$ cat src/common/radio_modem_pkg.sv
package radio_modem_pkg;
    // register map in the cpu's external data space
    localparam logic [15:0] FILTER_CTRL_ADDR   = 16'hdf02;
    localparam logic [15:0] FRAME_CTRL_ADDR    = 16'hdf03;
    localparam logic [15:0] ACK_CORR_CTRL_ADDR = 16'hdf04;
    localparam logic [15:0] CLEAR_THR_ADDR     = 16'hdf05;
    // reset values
    localparam logic [7:0]  FILTER_CTRL_RST    = 8'h0a;
    localparam logic [7:0]  FRAME_CTRL_RST     = 8'he2;
    localparam logic [7:0]  ACK_CORR_CTRL_RST  = 8'h30;
    localparam logic [7:0]  CLEAR_THR_RST      = 8'he0;
    // writable bits; reserved filter bits read back as zero
    localparam logic [7:0]  FILTER_CTRL_WMASK  = 8'h1f;
    // field positions
    localparam int COORD_BIT    = 4;
    localparam int ADDR_DEC_BIT = 3;
    localparam int HYST_MSB     = 2;
    localparam int RULE_MSB     = 7;
    localparam int RULE_LSB     = 6;
    localparam int CRC_EN_BIT   = 5;
    localparam int ACK_EN_BIT   = 4;
    localparam int PRE_MSB      = 3;
    localparam int SLOT_BIT     = 7;
    localparam int LEVEL_BIT    = 5;
    localparam int CORR_MSB     = 4;
    // clear-channel rule codes
    localparam logic [1:0] RULE_RESERVED = 2'b00;
    localparam logic [1:0] RULE_HYST     = 2'b01;
    // timing
    localparam int CLK_PERIOD_NS = 25;
    localparam int SYMBOL_NS     = 16000;
    localparam int SYMBOL_CYCLES = SYMBOL_NS / CLK_PERIOD_NS;
    localparam logic [4:0] ACK_SYMBOLS  = 5'd12;
    localparam logic [4:0] SLOT_SYMBOLS = 5'd20;
    // crc-16, x^16+x^12+x^5+1 reflected for lsb-first bit order
    localparam logic [15:0] CRC_POLY_REV = 16'h8408;
    localparam logic [15:0] CRC_INIT     = 16'h0000;
    localparam logic [15:0] SYNC_DEFAULT = 16'ha70f;
    // transmit byte buffer
    localparam int FIFO_WIDTH = 9;
    localparam int FIFO_DEPTH = 16;
    typedef enum logic [4:0] {
        TX_IDLE = 5'b00001,
        TX_PRE  = 5'b00010,
        TX_SYNC = 5'b00100,
        TX_DATA = 5'b01000,
        TX_CRC  = 5'b10000
    } tx_state_e;
endpackage

$ cat src/verilog/radio_modem_frame_control.sv
// Operation
// - registers mapped from 0xdf02 in data space
// - coordinator accepts frames without destination address
// - bit 3 enables address recognition, reset on
// - hysteresis 0..7 dB, resets to 2
// - rule 00 reserved, 01 uses threshold minus hysteresis
// - signed threshold 0xe0, clear below it
// - auto checksum appended on transmit, checked on receive
// - acknowledge accepted, requested, crc-valid frames
// - preamble 2 to 32 zero bytes, steps 2
// - sync lsb nibble first, F nibbles special
// - normal acknowledgement exactly 12 symbols after frame
// - slotted acknowledgement 12..31 symbols, 20-symbol aligned
// - level select on means extended correlator filtering
// - correlator threshold gates sync search, reset 0x10
`timescale 1ns/1ps
`default_nettype none

module tx_byte_fifo #(
    parameter int WIDTH = 9,
    parameter int DEPTH = 16
) (
    input  wire logic             clk_i,
    input  wire logic             rst_b_i,
    input  wire logic [WIDTH-1:0] in_data_i,
    input  wire logic             in_valid_i,
    output logic                  in_ready_o,
    output logic [WIDTH-1:0]      out_data_o,
    output logic                  out_valid_o,
    input  wire logic             out_ready_i
);
    localparam int AW = $clog2(DEPTH);
    logic [WIDTH-1:0] mem [DEPTH];
    logic [AW-1:0]    wr_ptr;
    logic [AW-1:0]    rd_ptr;
    logic [AW:0]      count;
    wire              push = in_valid_i & in_ready_o;
    wire              pop  = out_valid_o & out_ready_i;

    // full and empty come straight from the occupancy count
    assign in_ready_o  = (count != (AW+1)'(DEPTH));
    assign out_valid_o = (count != '0);
    assign out_data_o  = mem[rd_ptr];

    always_ff @(posedge clk_i) begin
        if (push) begin
            mem[wr_ptr] <= in_data_i;
        end
    end

    always_ff @(posedge clk_i) begin
        if (!rst_b_i) begin
            wr_ptr <= '0;
            rd_ptr <= '0;
            count  <= '0;
        end else begin
            wr_ptr <= push ? wr_ptr + 1'b1 : wr_ptr;
            rd_ptr <= pop ? rd_ptr + 1'b1 : rd_ptr;
            count  <= count + (AW+1)'(push) - (AW+1)'(pop);
        end
    end
endmodule

module radio_modem_frame_control (
    input  wire logic         SYS_CLK_I,
    input  wire logic         RST_B_I,
    input  wire logic [15:0]  XADDR_I,
    input  wire logic [7:0]   XWDATA_I,
    input  wire logic         XWR_I,
    input  wire logic         XRD_I,
    output logic [7:0]        XRDATA_O,
    input  wire logic [15:0]  SYNC_PATTERN_I,
    input  wire logic [7:0]   RSSI_I,
    input  wire logic         RSSI_VALID_I,
    output logic              CHANNEL_CLEAR_O,
    input  wire logic [7:0]   TX_DATA_I,
    input  wire logic         TX_LAST_I,
    input  wire logic         TX_VALID_I,
    output logic              TX_READY_O,
    output logic [7:0]        TX_BYTE_O,
    output logic              TX_BYTE_VALID_O,
    input  wire logic         TX_BYTE_READY_I,
    input  wire logic [3:0]   RX_NIBBLE_I,
    input  wire logic         RX_NIBBLE_VALID_I,
    input  wire logic [4:0]   CORR_LEVEL_I,
    output logic              RX_SYNC_FOUND_O,
    input  wire logic [7:0]   RX_BYTE_I,
    input  wire logic         RX_BYTE_VALID_I,
    input  wire logic         RX_FRAME_END_I,
    input  wire logic         RX_NO_DEST_I,
    input  wire logic         RX_ADDR_MATCH_I,
    input  wire logic         RX_ACK_REQ_I,
    output logic              FRAME_ACCEPT_O,
    output logic              RX_CRC_OK_O,
    output logic              RX_DONE_O,
    output logic              ACK_START_O
);
    import radio_modem_pkg::*;

    // one byte, lsb first, through the reflected crc register
    function automatic logic [15:0] crc_byte(input logic [15:0] c, input logic [7:0] d);
        logic [15:0] r;
        r = c;
        for (int i = 0; i < 8; i++) begin
            r = (r[0] ^ d[i]) ? ((r >> 1) ^ CRC_POLY_REV) : (r >> 1);
        end
        return r;
    endfunction

    // F nibbles go out as zero symbols
    function automatic logic [3:0] tx_nib(input logic [3:0] n);
        return (n == 4'hf) ? 4'h0 : n;
    endfunction

    // pad to the next 20-symbol boundary, never under 12 symbols
    function automatic logic [4:0] slot_delay(input logic [4:0] phase);
        logic [4:0] d;
        d = SLOT_SYMBOLS - phase;
        return (d < ACK_SYMBOLS) ? d + SLOT_SYMBOLS : d;
    endfunction

    logic [7:0] filter_ctrl;
    logic [7:0] frame_ctrl;
    logic [7:0] ack_corr_ctrl;
    logic [7:0] clear_thr;

    // field views
    wire       coordinator_role          = filter_ctrl[COORD_BIT];
    wire       addr_decode_enable        = filter_ctrl[ADDR_DEC_BIT];
    wire [2:0] channel_clear_hysteresis  = filter_ctrl[HYST_MSB:0];
    wire [1:0] channel_clear_rule_select = frame_ctrl[RULE_MSB:RULE_LSB];
    wire       auto_checksum_enable      = frame_ctrl[CRC_EN_BIT];
    wire       auto_acknowledge_enable   = frame_ctrl[ACK_EN_BIT];
    wire [3:0] preamble_code             = frame_ctrl[PRE_MSB:0];
    wire       slotted_ack               = ack_corr_ctrl[SLOT_BIT];
    wire       correlator_level_select   = ack_corr_ctrl[LEVEL_BIT];
    wire [4:0] correlator_threshold      = ack_corr_ctrl[CORR_MSB:0];

    // address decode of the register port
    wire sel_filter = (XADDR_I == FILTER_CTRL_ADDR);
    wire sel_frame  = (XADDR_I == FRAME_CTRL_ADDR);
    wire sel_ack    = (XADDR_I == ACK_CORR_CTRL_ADDR);
    wire sel_thr    = (XADDR_I == CLEAR_THR_ADDR);
    wire [7:0] rd_mux = sel_filter ? filter_ctrl : sel_frame ? frame_ctrl :
                        sel_ack ? ack_corr_ctrl : sel_thr ? clear_thr : 8'h00;

    // register writes; unmapped addresses are ignored
    always_ff @(posedge SYS_CLK_I) begin
        if (!RST_B_I) begin
            filter_ctrl   <= FILTER_CTRL_RST;
            frame_ctrl    <= FRAME_CTRL_RST;
            ack_corr_ctrl <= ACK_CORR_CTRL_RST;
            clear_thr     <= CLEAR_THR_RST;
        end else if (XWR_I) begin
            // reserved filter_ctrl bits are dropped, so a stray one does no harm
            if (sel_filter) filter_ctrl <= XWDATA_I & FILTER_CTRL_WMASK;
            if (sel_frame) frame_ctrl <= XWDATA_I;
            if (sel_ack) ack_corr_ctrl <= XWDATA_I;
            if (sel_thr) clear_thr <= XWDATA_I;
        end
    end

    // read data registered, zero for unmapped addresses
    always_ff @(posedge SYS_CLK_I) begin
        if (!RST_B_I) XRDATA_O <= 8'h00;
        else if (XRD_I) XRDATA_O <= rd_mux;
    end

    // clear-channel compare in signed 9 bits to avoid wrap
    wire signed [8:0] rssi_s   = {RSSI_I[7], RSSI_I};
    wire signed [8:0] thr_s    = {clear_thr[7], clear_thr};
    wire signed [8:0] thr_hyst = thr_s - $signed({6'h00, channel_clear_hysteresis});
    wire below_thr  = (rssi_s < thr_s);
    wire below_hyst = (rssi_s < thr_hyst);
    wire clear_next = (channel_clear_rule_select == RULE_RESERVED) ? 1'b0 :
                      (channel_clear_rule_select == RULE_HYST) ? below_hyst : below_thr;

    always_ff @(posedge SYS_CLK_I) begin
        if (!RST_B_I) CHANNEL_CLEAR_O <= 1'b0;
        else if (RSSI_VALID_I) CHANNEL_CLEAR_O <= clear_next;
    end

    // transmit path: buffer, then preamble, sync, data and crc
    logic [8:0] fifo_data;
    logic       fifo_valid;
    logic       fifo_ready;
    tx_state_e  tx_state;
    logic [4:0] tx_cnt;
    logic [15:0] tx_crc;

    tx_byte_fifo #(
        .WIDTH (FIFO_WIDTH),
        .DEPTH (FIFO_DEPTH)
    ) u_tx_fifo (
        .clk_i       (SYS_CLK_I),
        .rst_b_i     (RST_B_I),
        .in_data_i   ({TX_LAST_I, TX_DATA_I}),
        .in_valid_i  (TX_VALID_I),
        .in_ready_o  (TX_READY_O),
        .out_data_o  (fifo_data),
        .out_valid_o (fifo_valid),
        .out_ready_i (fifo_ready)
    );

    wire [4:0] pre_last = {preamble_code, 1'b1}; // code n sends 2n+2 bytes
    wire [7:0] sync_lo  = {tx_nib(SYNC_PATTERN_I[7:4]), tx_nib(SYNC_PATTERN_I[3:0])};
    wire [7:0] sync_hi  = {tx_nib(SYNC_PATTERN_I[15:12]), tx_nib(SYNC_PATTERN_I[11:8])};
    wire out_free  = !TX_BYTE_VALID_O | TX_BYTE_READY_I;
    wire in_data   = (tx_state == TX_DATA);
    wire gen_valid = (tx_state == TX_PRE) | (tx_state == TX_SYNC) |
                     (tx_state == TX_CRC) | (in_data & fifo_valid);
    wire take      = gen_valid & out_free;
    wire last_cnt  = (tx_cnt == 5'd1);
    wire [7:0] gen_byte = (tx_state == TX_SYNC) ? (last_cnt ? sync_hi : sync_lo) :
                          (tx_state == TX_CRC) ? (last_cnt ? tx_crc[15:8] : tx_crc[7:0]) :
                          in_data ? fifo_data[7:0] : 8'h00;
    // the output stage stalls the buffer, so back-pressure reaches TX_READY_O
    assign fifo_ready = in_data & out_free;

    // output byte stage
    always_ff @(posedge SYS_CLK_I) begin
        if (!RST_B_I) begin
            TX_BYTE_VALID_O <= 1'b0;
            TX_BYTE_O       <= 8'h00;
        end else if (out_free) begin
            TX_BYTE_VALID_O <= gen_valid;
            TX_BYTE_O       <= gen_byte;
        end
    end

    // framing sequencer; a frame starts once its first byte is buffered
    always_ff @(posedge SYS_CLK_I) begin
        if (!RST_B_I) begin
            tx_state <= TX_IDLE;
            tx_cnt   <= 5'd0;
            tx_crc   <= CRC_INIT;
        end else begin
            case (tx_state)
                TX_IDLE: begin
                    tx_cnt <= 5'd0;
                    tx_crc <= CRC_INIT;
                    if (fifo_valid) tx_state <= TX_PRE;
                end
                TX_PRE: if (take) begin
                    tx_cnt <= (tx_cnt == pre_last) ? 5'd0 : tx_cnt + 5'd1;
                    if (tx_cnt == pre_last) tx_state <= TX_SYNC;
                end
                TX_SYNC: if (take) begin
                    tx_cnt <= last_cnt ? 5'd0 : 5'd1;
                    if (last_cnt) tx_state <= TX_DATA;
                end
                TX_DATA: if (take) begin
                    tx_crc <= crc_byte(tx_crc, fifo_data[7:0]);
                    if (fifo_data[8]) begin
                        tx_state <= auto_checksum_enable ? TX_CRC : TX_IDLE;
                    end
                end
                TX_CRC: if (take) begin
                    tx_cnt <= 5'd1;
                    if (last_cnt) tx_state <= TX_IDLE;
                end
                default: tx_state <= TX_IDLE;
            endcase
        end
    end

    // receive sync search, gated by correlator level
    logic [1:0] sync_idx;
    logic       corr_prev;
    logic       rx_busy;
    logic [15:0] rx_crc;
    wire corr_hit = (CORR_LEVEL_I >= correlator_threshold);
    // extended filtering needs two good nibbles in a row
    wire corr_ok  = correlator_level_select ? (corr_hit & corr_prev) : corr_hit;
    wire [3:0] want_nib = SYNC_PATTERN_I[{sync_idx, 2'b00} +: 4];
    wire nib_match = (want_nib == 4'hf) | (want_nib == RX_NIBBLE_I);
    wire searching = RX_NIBBLE_VALID_I & !rx_busy & ((sync_idx != 2'd0) | corr_ok);
    wire sync_hit  = searching & nib_match & (sync_idx == 2'd3);

    always_ff @(posedge SYS_CLK_I) begin
        if (!RST_B_I) begin
            sync_idx        <= 2'd0;
            corr_prev       <= 1'b0;
            rx_busy         <= 1'b0;
            RX_SYNC_FOUND_O <= 1'b0;
        end else begin
            RX_SYNC_FOUND_O <= sync_hit;
            if (RX_NIBBLE_VALID_I) corr_prev <= corr_hit;
            if (searching) sync_idx <= nib_match ? sync_idx + 2'd1 : 2'd0;
            // a sync in the frame-end cycle must not be lost, so the set wins
            if (sync_hit) rx_busy <= 1'b1;
            else if (RX_FRAME_END_I) rx_busy <= 1'b0;
        end
    end

    // receive crc and frame verdict
    wire crc_good = auto_checksum_enable & (rx_crc == CRC_INIT);
    wire accept   = !addr_decode_enable | RX_ADDR_MATCH_I |
                    (coordinator_role & RX_NO_DEST_I);
    wire ack_arm  = RX_FRAME_END_I & auto_acknowledge_enable & accept &
                    RX_ACK_REQ_I & crc_good;

    always_ff @(posedge SYS_CLK_I) begin
        if (!RST_B_I) begin
            rx_crc         <= CRC_INIT;
            FRAME_ACCEPT_O <= 1'b0;
            RX_CRC_OK_O    <= 1'b0;
            RX_DONE_O      <= 1'b0;
        end else begin
            RX_DONE_O <= RX_FRAME_END_I;
            if (sync_hit) rx_crc <= CRC_INIT;
            else if (RX_BYTE_VALID_I) rx_crc <= crc_byte(rx_crc, RX_BYTE_I);
            if (RX_FRAME_END_I) begin
                FRAME_ACCEPT_O <= accept;
                RX_CRC_OK_O    <= crc_good;
            end
        end
    end

    // symbol timing; divider restarts at sync and at ack arm for exact delays
    logic [9:0] sym_div;
    logic [4:0] sfd_phase;
    logic [4:0] ack_wait;
    logic       ack_pending;
    wire sym_tick = (sym_div == 10'(SYMBOL_CYCLES - 1));

    always_ff @(posedge SYS_CLK_I) begin
        if (!RST_B_I) begin
            sym_div     <= 10'd0;
            sfd_phase   <= 5'd0;
            ack_wait    <= 5'd0;
            ack_pending <= 1'b0;
            ACK_START_O <= 1'b0;
        end else begin
            ACK_START_O <= ack_pending & sym_tick & (ack_wait == 5'd1);
            sym_div <= (sync_hit | ack_arm | sym_tick) ? 10'd0 : sym_div + 10'd1;
            if (sync_hit) sfd_phase <= 5'd0;
            else if (sym_tick) begin
                sfd_phase <= (sfd_phase == SLOT_SYMBOLS - 5'd1) ? 5'd0 : sfd_phase + 5'd1;
            end
            if (ack_arm) begin
                ack_pending <= 1'b1;
                ack_wait <= slotted_ack ? slot_delay(sfd_phase) : ACK_SYMBOLS;
            end else if (ack_pending & sym_tick) begin
                ack_wait <= ack_wait - 5'd1;
                if (ack_wait == 5'd1) ack_pending <= 1'b0;
            end
        end
    end
endmodule

`default_nettype wire

$ cat config.mk
export PLATFORM = sky130hd
export DESIGN_NAME = radio_modem_frame_control
export DESIGN_NICKNAME = d
export VERILOG_FILES = /design/src/common/radio_modem_pkg.sv /design/src/verilog/radio_modem_frame_control.sv
export SDC_FILE = /design/constraint.sdc
export NUM_CORES = 1
export LEC_CHECK = 0
export ABC_AREA = 1
export BUFFER_PORTS_ARGS = -buffer_cell sky130_fd_sc_hd__buf_2
export CAP_MARGIN = 5
export CORE_MARGIN = 4
export CORE_UTILIZATION = 60
export CTS_CLUSTER_DIAMETER = 150
export DETAILED_ROUTE_END_ITERATION = 6
export GPL_ROUTABILITY_DRIVEN = 0
export PLACE_DENSITY = 0.8
export SYNTH_ARGS = -nofsm -noshare
export SYNTH_HDL_FRONTEND = slang
export SYNTH_SLANG_ARGS = --single-unit
$ cat constraint.sdc
create_clock -name SYS_CLK_I -period 3.5 [get_ports SYS_CLK_I]
set_input_delay 0.175 -clock SYS_CLK_I [delete_from_list [all_inputs] [get_ports SYS_CLK_I]]
set_output_delay 0.175 -clock SYS_CLK_I [all_outputs]
set_load 0.01 [all_outputs]
### Yosys cells after proc, flatten, opt, wreduce, memory -nomap -nowiden

Memory sizes are Yosys's and may differ from the RTL's. A register that Yosys moved wholly into a read port is not among the register bits.
Cells that the tools add are included.

* latch bits: 0
* bits in writable memories: 144
* memories: 1
* logic and storage cells: 226
* output and inout bits: 24
* ROM bits: 0
* register bits after elaboration: 132

* bitwise gates (word level): 61
* reduce and logical (&&, ||, !) cells: 22
* shift operators: 1
* multiply operators: 0
* divide/modulo/power cells: 0
* $lt $le $gt $ge: 4
* muxes and demuxes: 66
* add/subtract/negate cells: 12
* equal/unequal tests: 32

Memory list
* u_tx_fifo.mem: depth 16, width 9, rd ports 1, clocked after Yosys merged registers in 1, write ports 1, RTL line radio_modem_frame_control.sv:33 `logic [WIDTH-1:0] mem [DEPTH];`

Operator list (number)
* $mux W16: 17
* $mux W5: 19
* $mux W8: 9
* $eq A16 B16 Y1 const B: 4
* $not A2 Y3: 16
* $pmux W16 S2: 1
* $pmux W5 S5: 1
* $mux W4: 6
* $eq A4 B4 Y1 const B: 5
* $pmux W5 S4: 1
* $and A1 B1 Y1: 18
* $logic_not A16 Y1: 1
* $shiftx A16 B5 Y4: 1
* $xor A1 B1 Y1: 16
* $eq A5 B1 Y1 const B: 3
* $ne A2 B2 Y1 const B: 7
* $reduce_and A2 Y1: 6
* $mux W1: 11
* $add A10 B1 Y10 const B: 1
* $add A5 B1 Y5 const B: 2
* $eq A10 B10 Y1 const B: 1
* $eq A5 B5 Y1 const B: 2
* $or A1 B1 Y1: 10
* $reduce_bool A2 Y1: 5
* other kinds (30): 35

### Longest topological paths before layout

* word-level depth: 18
* depth in mapped cells: 17

### Modules after synthesis

Synthesis repeated with hierarchy kept, for this count alone.

* cells, all modules: 1764
* area total of the unflattened synthesis: 14460.1 sq um

Modules (own cells, without submodules)
* radio_modem_frame_control: times used 1, cells an instance 1052, area an instance 7292.0 sq um
* tx_byte_fifo: times used 1, cells an instance 712, area an instance 7168.1 sq um

### Worst setup path after synthesis

Ideal clock, no wire load.

* path type: reg-to-reg
* start point: register TX_BYTE_VALID_O
* end point: register u_tx_fifo.count[4]
* path buffers: 1
* arrival time: 2.523 ns
* path slack: 0.849 ns
* setup time: 0.128 ns
* cell stages (with the launch flop): 16
* cells stage by stage: dfxtp_1 inv_1 nor2_1 clkinv_1 nand3_2 inv_1 clkbuf_1 ha_1 inv_1 ha_1 inv_1 fa_1 nor3_1 a211oi_1 o21ai_0 a21oi_1

* longest elaborated chain between the ends: 5

RTL lines
* start: declaration: RTL line radio_modem_frame_control.sv:81 `output logic TX_BYTE_VALID_O,`
* start signal: assignment: RTL line radio_modem_frame_control.sv:226 `TX_BYTE_VALID_O <= gen_valid;`
* $logic_not A1 Y1: RTL line radio_modem_frame_control.sv:208 `wire out_free = !TX_BYTE_VALID_O | TX_BYTE_READY_I;`
* $or A1 B1 Y1: RTL line radio_modem_frame_control.sv:208
* $and A1 B1 Y1: RTL line radio_modem_frame_control.sv:218 `assign fifo_ready = in_data & out_free;`
* $and A1 B1 Y1: RTL line radio_modem_frame_control.sv:38 `wire pop = out_valid_o & out_ready_i;`
* net u_tx_fifo.pop: RTL line radio_modem_frame_control.sv:38
* $sub A5 B1 Y5: RTL line radio_modem_frame_control.sv:59 `count <= count + (AW+1)'(push) - (AW+1)'(pop);`
* end signal: assignment: RTL line radio_modem_frame_control.sv:59
* end: declaration: RTL line radio_modem_frame_control.sv:36 `logic [AW:0] count;`

The timed path passes the listed nets, and every way through them passes these cells.
A chain may end at the register's enable or synchronous reset.

### Worst setup path in the final report

* start point: register filter_ctrl[1]
* end point: register CHANNEL_CLEAR_O

* longest elaborated chain between the ends: 4

RTL lines
* start: declaration: RTL line radio_modem_frame_control.sv:122 `logic [7:0] filter_ctrl;`
* start signal: assignment: RTL line radio_modem_frame_control.sv:156 `if (sel_filter) filter_ctrl <= XWDATA_I & FILTER_CTRL_WMASK;`
* $sub A8 B4 Y9: RTL line radio_modem_frame_control.sv:172 `wire signed [8:0] thr_hyst = thr_s - $signed({6'h00, channel_clear_hysteresis});`
* $lt A8 B9 Y1: RTL line radio_modem_frame_control.sv:174 `wire below_hyst = (rssi_s < thr_hyst);`
* $mux W1: RTL line radio_modem_frame_control.sv:176 `(channel_clear_rule_select == RULE_HYST) ? below_hyst : below_thr;`
* $mux W1: RTL line radio_modem_frame_control.sv:175 `wire clear_next = (channel_clear_rule_select == RULE_RESERVED) ? 1'b0 :`
* end signal: assignment: RTL line radio_modem_frame_control.sv:180 `else if (RSSI_VALID_I) CHANNEL_CLEAR_O <= clear_next;`
* end: declaration: RTL line radio_modem_frame_control.sv:75 `output logic CHANNEL_CLEAR_O,`

Every way passes these cells.

==> impl_metrics.csv <==
group,metric,value,unit
outcome,outcome,"complete, no violations",
setup_path,crit_required,3.97,ns
global_route,groute.layer.met3.usage,0.0308,
drt,drtAntennaViolNets,0,
drt,drt_first_iter_violations,1229,
synth,synthesis.area_per_instance,8.32,um2
setup_path,worstPathMaxFanout,4,
drt,first_pass_iters,6,
floorplanning,fp.dieArea,0.0259,mm2
synth,ys_seq_area_frac,0.502,
synth,synth_top_flop_cell,"edfxtp_1",
floorplanning,initial_core_utilization,0.614,
clock_network,setup_bufs_post_cts,0,
finish,final_core_occ,0.695,
setup_path,worst_setup_path_start_kind,"register",
timing,skew,0.0232,ns
synth,synth-simple-area-share,0.249,
synth,postSynth.asyncResetShare,0,
clock_network,insertion_delay,0.55,ns
synth,syn_nets,1821,
timing,unrepaired_setup_endpoints_after_global_routing,"no",
timing,worst_slack,0.575,ns
flow_run,max_cap_violations,0,
global_route,maximum_number_of_pins_on_one_net_before_global_route_repair,75,
setup_path,timing.setup.critical_path_class,"reg2reg",
setup_path,cp.arrival,3.40,ns
timing,setup_viol_count_final,0,
synth,main_combinational_cell_family_by_area_after_synthesis,"simple AND/OR/NAND/NOR gates",
finish,fin_nets,1934,
global_route,global_routing_usage_summed_across_all_routing_layers,0.259,
worst_hold_path,worst_hold_path_type,"in2reg",
place,place_hpwl,22600,um
finish,antenna_cells,0,
synth,synth_xor_area_frac,0.0243,
place,port_buffers,110,
timing,hold_violations,0,
clock_network,clock_sinks,280,
power_and_ir_drop,cellPowerDensity,526,mW/mm2
synth,syn-cell-area,0.0140,mm2
timing,period_minus_slack,2.93,ns
finish,final_cell_mix,"460 x nand2_1, 196 x inv_1, 168 x nand3_1, 144 x edfxtp_1, 135 x dfxtp_1",
timing,slew_viol_final,0,
global_route,first_pass_grt_wire_length,56100,um
global_route,via_count_of_the_first_global_routing_pass,11800,
global_route,global_route.peak_usage_layer,"met2",
power_and_ir_drop,irDropWorstVdd,0.352,mV
drt,vias_per_cell,5.52,
synth,synth.area.mux_share,0,
synth,yosys_warnings,0,
drt,drt_wl_total,33900,um
drt,remaining_drc_errors,0,
global_route,grt.met1_usage,0.332,
synth,synth_enable_flop_cells,144,
floorplanning,floorplan.io_pins,111,
power_and_ir_drop,cellLeakagePower,6.79,nW
floorplanning,fp.dieW,161,um
place,preCtsSetupSlack,0.583,ns
floorplanning,fp.coreArea,0.0228,mm2
clock_network,cts_htree_levels,1,
clock_network,cts_hold_buf,13,
timing,slew_headroom,0.324,
global_route,met2_use_gr,0.452,
clock_network,cts-buffers-inserted,29,
setup_path,cp-end-kind,"register",
timing,fin_crit_sh,0.836,
clock_network,clk_path_buf_depth,3,
synth,synthesized_instance_count,1688,
global_route,number_of_antenna_violations_at_the_first_check_in_global_routing,0,
clock_network,cts_tree,"built",
timing,max_slew.worst_pin.slew,1.01,ns
synth,yosys.area_share.adder,0.0421,
finish,post_route_cells_drive_above_1_share,0.118,
synth,ys_ff_latch,280,
timing,timing.fmax,342,MHz
finish,most_common_cell_after_layout_fill_and_taps_aside,"nand2_1",
timing,finalSetupTns,0,ns
drt,vias,11800,
clock_network,clkTransAtPathRegs,0.06,ns
clock_network,cts_resized,0,
synth,synth_compound_area_frac,0.104,
floorplanning,chipHeight,161,um
clock_network,cts-root-buf,"clkbuf_16",
global_route,congestion_overflow_gr,0,
synth,synth.lib_cells_used.distinct,50,
drt,wire_per_inst,15.9,um
floorplanning,placementRows,55,
finish,area_growth_syn_to_layout,13.1,%
where the power goes:
part	leakage, nW	total (mW)	internal [mW]	switching [mW]
Sequential	2.40	3.72	3.62	0.104
Combinational	3.91	1.52	0.497	1.02
Clock	0.476	3.11	1.82	1.28
Total	6.79	8.35	5.94	2.41
worst paths after layout:
path	start	end	cells past startpoint	slack, ns
max reg2reg	filter_ctrl[1]$_SDFFE_PN1P_	CHANNEL_CLEAR_O$_SDFFE_PN0P_	17	0.57
max	filter_ctrl[1]$_SDFFE_PN1P_	CHANNEL_CLEAR_O$_SDFFE_PN0P_	17	0.57
min reg2reg	ack_corr_ctrl[6]$_SDFFE_PN0P_	ack_corr_ctrl[6]$_SDFFE_PN0P_	2	0.47
min	TX_DATA_I[6]	u_tx_fifo.mem[15][6]$_DFFE_PP_	1	0.01
area by class of cell:
class | count | area [um2]
clock buffer | 35 | 788
clock inverter | 19 | 181
fill | 1850 | 6970
inverter | 205 | 777
multi-input combinational | 1147 | 5880
sequential | 280 | 7050
tap | 313 | 392
timing repair buffer | 138 | 806
through the flow:
step / cell area [um2] / instances / total power [mW] / hold slack [ns]
detailed placement: 14800 / 2070 / 5.27 / 0.378
floorplan: 14000 / 1688 / 4.86 / 0.269
finish: 15900 / 2137 / 8.35 / 0.0136
global placement: 14800 / 2070 / 5.22 / 0.367
global route: 15900 / 2137 / 8.75 / 0.0111
CTS: 15900 / 2137 / 8.36 / 0.00419
worst max-delay path: stages, from the launching register on:
cell and delay, ns:
dfxtp_1 0.40, inv_1 0.07, ha_1 0.30, nand2_1 0.06, nor2_1 0.04, a211oi_1 0.30, nand3_1 0.18, nor3_1 0.21
xor2_1 0.12, ha_1 0.29, inv_1 0.05, nor3_1 0.22, o211ai_1 0.15, nand3_1 0.11, nand2_1 0.05, a21oi_1 0.12
o21bai_1 0.08, a21oi_1 0.12
cells in the mapped netlist (2+ instances only):
library cell	n	area, um2
nand2_1	460	1730
inv_1	196	736
nand3_1	168	841
edfxtp_1	144	4320
dfxtp_1	136	2720
nor2_1	110	413
a21oi_1	84	420
o21ai_0	74	370
ha_1	44	551
o211ai_1	30	225
nand4_1	28	175
clkbuf_1	27	101
xor2_1	23	201
buf_2	18	90.1
xnor2_1	16	140
nor2_2	13	81.3
nor3_1	11	55.1
a22oi_1	8	60.1
a31oi_1	8	50.1
buf_6	8	90.1
nand2_2	6	37.5
o2111ai_1	6	52.6
o22ai_1	6	37.5
a211oi_1	5	37.5
a21oi_2	5	43.8
clkinv_1	5	18.8
or2_2	5	31.3
nand3_2	4	40.0
o21ai_1	4	20.0
o221ai_1	4	35.0
inv_2	3	11.3
nand3b_1	3	22.5
o21a_1	3	22.5
a21boi_0	2	15.0
buf_12	2	40.0
fa_1	2	40.0
nor3b_1	2	15.0
nor4_1	2	12.5
o31ai_1	2	15.0
sequential cells by signal, indices dropped and copies added (netlist names), 4 cells and up, named ones only:
register / cells
tx_cnt: 5
u_tx_fifo.rd_ptr: 4
ack_wait: 5
u_tx_fifo.count: 5
tx_state: 5
u_tx_fifo.wr_ptr: 4
tx_crc: 16
ack_corr_ctrl: 8
filter_ctrl: 5
clear_thr: 8
XRDATA_O: 8
TX_BYTE_O: 8
sfd_phase: 5
rx_crc: 16
sym_div: 10
frame_ctrl: 8
u_tx_fifo.mem: 144
metal layers:
metal,share of wire,vias up
met5,0,-
met4,0.036,0
met3,0.056,79
met2,0.50,392
met1,0.41,5465
li1,-,5860
cell families after synthesis:
logic type	count (synthesis)
AO/OA/AOI/OAI	246
XOR/XNOR	39
adder cells (fa/ha/maj)	46
AND/OR/NAND/NOR	816
buffers and inverters	261
flip-flops	280
No activity file was read; power rests on OpenSTA's default activity.
